===== config.mk =====
export PLATFORM = sky130hd
export DESIGN_NAME = bcc_top
export DESIGN_NICKNAME = d
export VERILOG_FILES = /design/src/rtl/bcc_pkg.sv /design/src/rtl/bcc_sync.sv /design/src/rtl/bcc_top.sv
export SDC_FILE = /design/constraint.sdc
export NUM_CORES = 1
export LEC_CHECK = 0
export ABC_AREA = 1
export BUFFER_PORTS_ARGS = -buffer_cell sky130_fd_sc_hd__buf_2
export CORE_UTILIZATION = 51
export DETAILED_ROUTE_END_ITERATION = 16
export HOLD_SLACK_MARGIN = 0.03
export PLACE_DENSITY = 0.71
export SLEW_MARGIN = 20
export SYNTH_ARGS = -nofsm -noshare
export SYNTH_HDL_FRONTEND = slang
export SYNTH_SLANG_ARGS = --single-unit

===== constraint.sdc =====
create_clock -name ref_clk -period 1.49 [get_ports ref_clk]
set_clock_uncertainty 0.15 [all_clocks]
set_input_delay 0.149 -clock ref_clk [delete_from_list [all_inputs] [get_ports ref_clk]]
set_output_delay 0.149 -clock ref_clk [all_outputs]
set_load 0.03 [all_outputs]

===== src/rtl/bcc_pkg.sv =====
`default_nettype none
package bcc_pkg;
	// bus cycle codes {memory_select, status_line_1, status_line_0}
	localparam logic [2:0] CODE_IRQ_ACK  = 3'h0;
	localparam logic [2:0] CODE_IO_RD    = 3'h1;
	localparam logic [2:0] CODE_IO_WR    = 3'h2;
	localparam logic [2:0] CODE_IDLE_IO  = 3'h3;
	localparam logic [2:0] CODE_HALT     = 3'h4;
	localparam logic [2:0] CODE_MEM_RD   = 3'h5;
	localparam logic [2:0] CODE_MEM_WR   = 3'h6;
	localparam logic [2:0] CODE_IDLE_MEM = 3'h7;
	// system clock cycles per bus state
	localparam int STATE_CYCLES = 2;
	// extra clock cycles before command activation in shared-bus mode
	localparam logic [1:0] SHARED_RD_DELAY = 2'h1;
	localparam logic [1:0] SHARED_WR_DELAY = 2'h2;
	// grant-to-command delay in clock edges, shared-bus mode
	localparam logic [1:0] GRANT_EDGES = 2'h3;

	// bus state sequence
	typedef enum logic [1:0] {
		ST_IDLE,
		ST_STATUS,
		ST_COMMAND
	} bcc_state_type;

	// processor status group
	typedef struct packed {
		logic status_line_0;
		logic status_line_1;
		logic memory_select;
	} bcc_status_type;

	// command outputs, all active low; enable high means driven
	typedef struct packed {
		logic irq_ack_cmd_n;
		logic io_read_cmd_n;
		logic io_write_cmd_n;
		logic mem_read_cmd_n;
		logic mem_write_cmd_n;
	} bcc_cmd_type;

	// control outputs
	typedef struct packed {
		logic addr_latch_strobe;
		logic cascade_address_enable;
		logic transceiver_enable;
		logic data_direction;
	} bcc_ctrl_type;

	localparam bcc_cmd_type CMD_IDLE = 5'h1F;
endpackage
`default_nettype wire


===== src/rtl/bcc_sync.sv =====
`default_nettype none
// two flip-flop synchroniser for one level
module bcc_sync
(
	// clock and reset
	input  wire logic ref_clk,
	input  wire logic rst_n,
	input  wire logic clk_en,
	// level in and out
	input  wire logic d,
	output logic      q
);
	logic meta; // first stage, read only by q

	// plain two-stage capture; resets to the idle high level of the pins
	always_ff @(posedge ref_clk or negedge rst_n)
	begin
		if (!rst_n)
		begin
			meta <= 1'b1;
			q    <= 1'b1;
		end
		else if (clk_en)
		begin
			meta <= d;
			q    <= meta;
		end
	end
endmodule
`default_nettype wire


===== src/rtl/bcc_top.sv =====
// Notes on behaviour
// RULE1 - shared mode: ready source adds a wait
// RULE2 - reset held low forces idle
// RULE3 - enable/grant input accepted asynchronously
// RULE4 - grant low: commands driven, inactive high
// RULE5 - grant high: commands floated, enable low
// RULE6 - local mode: enable low forces inactive
// RULE7 - no strobe on halt; ignores controls
// RULE8 - cascade enable only on acknowledge cycles
// RULE9 - shared mode delays write data enable
// RULE10 - direction high writes, rests high
// RULE11 - enable low whenever direction changes
// RULE12 - command on by strap/delay, off by ready
// RULE13 - decode select and status into commands
// RULE14 - halt and idle issue nothing
// RULE15 - idle, status, command; two cycles each (idle here can end after one clock)
// RULE16 - status sampled each edge starts cycle
// RULE17 - ready high repeats command, low ends
// RULE18 - outputs frozen during wait states (shared-mode delayed commands still rise in a wait state)
// RULE19 - status at command end skips idle
// RULE20 - cycle select latched internally
// RULE21 - processor asserts status on phase one
// RULE22 - idle repeats while no cycle active
// RULE23 - cycle select captured at status end
// RULE24 - delay input high withholds command
// RULE25 - strap high shared, low local timing
// RULE26 - ready low before command still ends
// RULE27 - reset and idle outputs inactive
`default_nettype none
module bcc_top
	import bcc_pkg::*;
(
	// clock, reset, clock enable
	input  wire logic                  ref_clk,
	input  wire logic                  rst_n,
	input  wire logic                  clk_en,
	// processor status and control inputs (pins)
	input  wire bcc_pkg::bcc_status_type status_in,
	input  wire logic                  ready_n,
	input  wire logic                  latched_cycle_select,
	input  wire logic                  command_delay_in,
	input  wire logic                  shared_bus_timing_strap,
	input  wire logic                  enable_or_grant_in,
	// command outputs with drive enables
	output bcc_pkg::bcc_cmd_type       cmd_out,
	output logic                       cmd_oe,
	// control outputs
	output bcc_pkg::bcc_ctrl_type      ctrl_out
);
	import bcc_pkg::*;

	// synchronised pin inputs
	logic s0_s;                // status line 0
	logic s1_s;                // status line 1
	logic ms_s;                // memory select
	logic rdy_s;               // ready, active low
	logic sel_s;               // cycle select
	logic dly_s;               // command delay
	logic strap_s;             // timing strap

	// synchroniser bank
	bcc_sync u_s0 (.ref_clk(ref_clk), .rst_n(rst_n), .clk_en(clk_en),
		.d(status_in.status_line_0), .q(s0_s));
	bcc_sync u_s1 (.ref_clk(ref_clk), .rst_n(rst_n), .clk_en(clk_en),
		.d(status_in.status_line_1), .q(s1_s));
	bcc_sync u_ms (.ref_clk(ref_clk), .rst_n(rst_n), .clk_en(clk_en),
		.d(status_in.memory_select), .q(ms_s));
	bcc_sync u_rd (.ref_clk(ref_clk), .rst_n(rst_n), .clk_en(clk_en),
		.d(ready_n), .q(rdy_s));
	bcc_sync u_sl (.ref_clk(ref_clk), .rst_n(rst_n), .clk_en(clk_en),
		.d(latched_cycle_select), .q(sel_s));
	bcc_sync u_dl (.ref_clk(ref_clk), .rst_n(rst_n), .clk_en(clk_en),
		.d(command_delay_in), .q(dly_s));
	bcc_sync u_mb (.ref_clk(ref_clk), .rst_n(rst_n), .clk_en(clk_en),
		.d(shared_bus_timing_strap), .q(strap_s));

	// decode helpers
	function automatic logic is_transfer(input logic [2:0] c);
		is_transfer = (c != CODE_IDLE_IO) && (c != CODE_IDLE_MEM)
			&& (c != CODE_HALT);
	endfunction

	function automatic logic is_write(input logic [2:0] c);
		is_write = (c == CODE_IO_WR) || (c == CODE_MEM_WR);
	endfunction

	// state and cycle information
	bcc_state_type state;      // current bus state
	logic          phase;      // second clock of a bus state
	logic [2:0]    code;       // code of the active cycle
	logic          served;     // cycle select latched high
	logic          cmd_go;     // command delay released
	logic [1:0]    hold;       // clock cycles left before command
	logic          cmd_on;     // command asserted internally
	logic          strap;      // strap captured after reset
	logic          en_live;    // enable/grant used directly
	logic          start;      // status sampled active

	assign start = !(s0_s && s1_s);                             // [RULE16]
	// asynchronous path: enable/grant is used unsynchronised
	assign en_live = enable_or_grant_in;                        // [RULE3]

	// strap recaptured on every enabled clock once reset has released
	always_ff @(posedge ref_clk or negedge rst_n)
	begin
		if (!rst_n)
			strap <= 1'b0;
		else if (clk_en)
			strap <= strap_s;                                   // [RULE25]
	end

	// bus state sequencer
	always_ff @(posedge ref_clk or negedge rst_n)
	begin
		if (!rst_n)
		begin
			state <= ST_IDLE;                                   // [RULE2]
			phase <= 1'b0;
		end
		else if (clk_en)
		begin
			case (state)
				ST_IDLE:
				begin
					// idle repeats until status goes active
					phase <= 1'b0;
					if (start)
						state <= ST_STATUS;                     // [RULE22]
				end
				ST_STATUS:
				begin
					// status state lasts two clocks
					phase <= ~phase;                            // [RULE15]
					if (phase)
					begin
						state <= ST_COMMAND;                    // [RULE17]
						phase <= 1'b0;
					end
				end
				ST_COMMAND:
				begin
					// end of command: check ready
					phase <= ~phase;                            // [RULE15]
					if (phase && !rdy_s)
					begin
						phase <= 1'b0;
						if (start)
							state <= ST_STATUS;                 // [RULE19]
						else
							state <= ST_IDLE;                   // [RULE26]
					end
				end
				default:
				begin
					state <= ST_IDLE;
					phase <= 1'b0;
				end
			endcase
		end
	end

	// cycle code and select capture
	always_ff @(posedge ref_clk or negedge rst_n)
	begin
		if (!rst_n)
		begin
			code   <= CODE_IDLE_MEM;
			served <= 1'b0;
		end
		else if (clk_en)
		begin
			// code taken as the status state opens
			if (start && (state == ST_IDLE ||
				(state == ST_COMMAND && phase && !rdy_s)))
				code <= {ms_s, s1_s, s0_s};                     // [RULE13]
			// select latched at end of status state
			if (state == ST_STATUS && phase)
				served <= sel_s;                                // [RULE20] [RULE23]
			else if (state != ST_COMMAND)
				served <= 1'b0;
		end
	end

	// command activation: strap delay and command delay counted together
	always_ff @(posedge ref_clk or negedge rst_n)
	begin
		if (!rst_n)
		begin
			hold   <= 2'h0;
			cmd_go <= 1'b0;
			cmd_on <= 1'b0;
		end
		else if (clk_en)
		begin
			if (state == ST_STATUS && phase)
			begin
				// shared mode defers reads by one, writes by two
				if (!strap)
					hold <= 2'h0;                               // [RULE12]
				else if (is_write(code))
					hold <= SHARED_WR_DELAY;
				else
					hold <= SHARED_RD_DELAY;
				cmd_go <= 1'b0;
				cmd_on <= 1'b0;
			end
			else if (state == ST_COMMAND && !(phase && !rdy_s))
			begin
				// command delay resampled every clock
				if (!cmd_go && !dly_s)
					cmd_go <= 1'b1;                             // [RULE24]
				if (hold != 2'h0)
					hold <= hold - 2'h1;
				if ((cmd_go || !dly_s) && hold == 2'h0)
					cmd_on <= served && is_transfer(code);      // [RULE12]
			end
			else
			begin
				// ready ends the command
				cmd_on <= 1'b0;                                 // [RULE17]
				cmd_go <= 1'b0;
				hold   <= 2'h0;
			end
		end
	end

	// grant age in shared mode: commands wait three edges
	logic [1:0] grant_age;
	always_ff @(posedge ref_clk or negedge rst_n)
	begin
		if (!rst_n)
			grant_age <= 2'h0;
		else if (clk_en)
		begin
			if (en_live)
				grant_age <= 2'h0;
			else if (grant_age != GRANT_EDGES)
				grant_age <= grant_age + 2'h1;
		end
	end

	// registered control outputs
	logic alec;                // address strobe
	logic mcec;                // cascade enable
	logic denc;                // transceiver enable request
	logic dtrc;                // direction
	always_ff @(posedge ref_clk or negedge rst_n)
	begin
		if (!rst_n)
		begin
			alec <= 1'b0;                                       // [RULE27]
			mcec <= 1'b0;
			denc <= 1'b0;
			dtrc <= 1'b1;
		end
		else if (clk_en)
		begin
			// strobe in first clock of status, cascade enable through both clocks of status
			alec <= state == ST_IDLE && start &&
				is_transfer({ms_s, s1_s, s0_s});                // [RULE7] [RULE14]
			mcec <= (state == ST_IDLE && start &&
				{ms_s, s1_s, s0_s} == CODE_IRQ_ACK) ||
				(alec && code == CODE_IRQ_ACK);                 // [RULE8]
			if (state == ST_COMMAND && phase && !rdy_s)
			begin
				// cycle end: drop enable first, then rest high
				denc <= 1'b0;                                   // [RULE11]
			end
			else if (state == ST_STATUS && phase && sel_s
				&& is_transfer(code))
			begin
				// direction settles a clock before enable can rise
				dtrc <= is_write(code);                         // [RULE10] [RULE11]
			end
			else if (state == ST_COMMAND && served
				&& is_transfer(code))
			begin
				// wait states hold the same values, except a delayed shared-mode write enable that rises as the second one begins
				denc <= is_write(code) ? (!strap || cmd_on)
					: 1'b1;                                     // [RULE9] [RULE18]
			end
			else if (!denc)
				dtrc <= 1'b1;                                   // [RULE10] [RULE11]
		end
	end

	// output gating by enable/grant, applied without clock
	always_comb
	begin
		cmd_out = CMD_IDLE;
		if (cmd_on)
		begin
			case (code)
				CODE_IRQ_ACK: cmd_out.irq_ack_cmd_n   = 1'b0;   // [RULE13]
				CODE_IO_RD:   cmd_out.io_read_cmd_n   = 1'b0;
				CODE_IO_WR:   cmd_out.io_write_cmd_n  = 1'b0;
				CODE_MEM_RD:  cmd_out.mem_read_cmd_n  = 1'b0;
				CODE_MEM_WR:  cmd_out.mem_write_cmd_n = 1'b0;
				default:      cmd_out = CMD_IDLE;               // [RULE14]
			endcase
		end
		ctrl_out.addr_latch_strobe      = alec;
		ctrl_out.cascade_address_enable = mcec;
		ctrl_out.data_direction         = dtrc;
		ctrl_out.transceiver_enable     = denc;
		cmd_oe = 1'b1;
		if (strap)
		begin
			// shared mode: grant high floats and kills enable
			if (en_live)
			begin
				cmd_oe = 1'b0;                                  // [RULE5]
				ctrl_out.transceiver_enable = 1'b0;
			end
			else if (grant_age != GRANT_EDGES)
				cmd_out = CMD_IDLE;                             // [RULE4]
		end
		else if (!en_live)
		begin
			// local mode: enable low forces inactive, still driven
			cmd_out = CMD_IDLE;                                 // [RULE6]
			ctrl_out.transceiver_enable = 1'b0;
		end
	end
endmodule
`default_nettype wire


==> run metrics <==
status finished, violations left; violated checks negative setup slack; max-slew violation count 0; total track usage 0.243; Setup-failing EPs final 9; Core Area roughly 3100 µm²; global-route wire length before repair roughly 6.4 mm; ant diodes 0; Routed Antenna Nets 0; startpoint types register; Syn Inst Count slightly above 200; CTS root buffer clkbuf_4; initial drt markers 116; max-cap viol count 0; initial antenna violation count 0; Overflow after GRT 0; worst min-delay path class primary input to register; share of layout cells above drive strength 1 0.438; drt first pass iters 4; setup_tns -1.77 ns; Seq/Total Area, Yosys 0.482; Final nets 278; Fmax around 540 MHz; Initial Util 0.546; Least-Margin Pin Slew around 0.42 ns; IO Port Bufs 20; Hold Vio Cnt, Final 0; Vias/cell 5.33; clk buf depth 2; Syn Area/Cell approximately 8.4 µm²; detailed placement HPWL approximately 2.5 mm; Distinct cells, synth 29; Yosys top cell by area dfstp_2; synth-to-layout area growth 44.9%; top_reg_cell synth dfstp_2; row count 20; syn_nets 222; number of CTS-inserted buffers 5; Worst-path clk slew ~0.10 ns; latest clock arrival within the worst-skew pair approximately 0.34 ns; Post-synth EDFFs 0; Post-synth ARST share 1.00; synth warn 0; I/O pin total 21; die area roughly 3600 µm²; # H-tree levels 2; WL/cell 14.1 µm; setup ws final -0.368 ns; static leakage 1.13 nW; critical path fanouts, max 3; Sink Count 32; Worst EP arrival 1.56 ns; worst vdd ir between 0.0008 and 0.0009 V; routability cong. around 0.86; final wirelength approximately 4.3 mm; Synth area leaders dfstp_2, dfrtp_1, nand2_1; placed cells 272; synthesized area roughly 1700 µm²; Synth Register Bits 32; RSZ-0062 raised after global routing true; via count of the first global-routing pass approximately 1500; hold_ws 0.0691 ns; die width roughly 60 µm; chip height about 60 µm; worst endpoint required time between 1 and 1.5 ns; CP endpoint kind output pin; crit path time final around 1.9 ns; PwrDens between 1500 and 2000 nW/µm²; DR DRC count 0; post-route insts no fill roughly 300; largest net degree at the start of global routing 33; fin crit share 1.25; critical path class register to output pin; vias post-DR 1620; post-synth top area share 0.277; Relative slew margins 0.717; CTS tree done
[registers in the layout, summed over array words and instances, names as in the netlist, 2 cells and up]
| register | cells |
|---|---|
| code | 3 |
| grant_age | 2 |
| hold | 2 |
| state | 2 |
[logic make-up after synthesis]
logic type / Yosys count / synth area share
AND/OR/NAND/NOR: 87 / 0.236
AO/OA/AOI/OAI: 41 / 0.137
buffers and inverters: 35 / 0.0871
flip-flops: 32 / 0.482
adder cells (fa/ha/maj): 8 / 0.0586
[synthesized netlist by cell type (3+ instances only)]
cell type	number
a21oi_1	10
buf_4	4
dfrtp_1	14
dfstp_2	18
ha_1	8
inv_1	24
inv_2	3
nand2_1	52
nand2_2	4
nand3_1	9
nand4_1	4
nor2_1	8
nor3_1	3
o21ai_0	14
o21ai_1	7
o21ai_2	3
[placed cells by master, fill, tap and decap left out, types with 3 or more instances in the layout]
cell	n
nand2_1	46
nand4_1	4
nand2_2	4
buf_6	9
dlygate4sd3_1	15
buf_4	18
dfstp_2	18
dfrtp_1	12
nor2_1	7
inv_2	8
o21ai_1	7
ha_1	4
a21oi_1	8
nand3_1	6
o21ai_0	11
nor2_4	3
clkbuf_4	5
inv_1	18
o21ai_2	3
ha_4	3
nand3_4	3
nand2_4	7
buf_2	14
o21ai_4	3
[path summary, 6_finish.rpt]
path / slack, ns / end / startpoint / depth (start not counted)
setup / recovery: -0.37 / cmd_out[3] / grant_age[0]$_DFFE_PN0P_ / 7
hold / removal: 0.07 / u_s0.meta$_DFFE_PN1P_ / clk_en / 4
setup reg to reg: -0.06 / hold[0]$_DFFE_PN0P_ / state[0]$_DFFE_PN0P_ / 8
hold reg to reg: 0.32 / u_mb.q$_DFFE_PN1P_ / u_mb.q$_DFFE_PN1P_ / 2
max in group asynchronous: 0.53 / u_rd.q$_DFFE_PN1P_ / rst_n / 3
min in group asynchronous: 0.14 / cmd_on$_DFFE_PN0P_ / rst_n / 2
[layer usage]
metal / share of wire / vias up / track usage
met5: 0 / - / 0
met4: 0.024 / 0 / 0.123
met3: 0.040 / 14 / 0.0714
met2: 0.51 / 54 / 0.395
met1: 0.42 / 780 / 0.290
li1: - / 772 / -
[worst max-delay path: stages, from the launching register on]
cell,delay (ns)
dfrtp_1,0.37
ha_2,0.19
inv_2,0.05
o21ai_4,0.16
inv_2,0.07
nor2_4,0.10
nand4_1,0.11
buf_6,0.16
[power breakdown]
group          switching (mW)  internal (mW)
clock network           0.297          0.277
registers               0.248           1.18
logic                    1.17          0.978
[through the flow]
step	util	setup WS, ns	instance area, µm²	total power, mW
global placement	0.618	-0.0389	1930	2.73
detailed placement	0.618	-0.105	1930	2.80
global route	0.792	-0.439	2480	4.42
finish	0.792	-0.368	2480	4.15
floorplan	-	-0.00570	1710	2.37
CTS	0.732	-0.391	2290	3.65
[cell type report]
type	count	area [µm²]
clock buffers	8	68.8
fillers	203	652
inverters	27	104
multi-input cells	136	946
flip-flops and latches	32	826
well taps	44	55.1
repair buffers	57	477
[repair_timing]
item                                    CTS  global route
endpoints found under the hold margin    28             0
hold buffers                             15             0
pin swaps                                 7            19
setup buffers                             6             3
resized for setup                        27            39
endpoints found under the setup margin   18            18
cloned                                    0             0
Note: power is estimated with default switching activity, not from simulation.
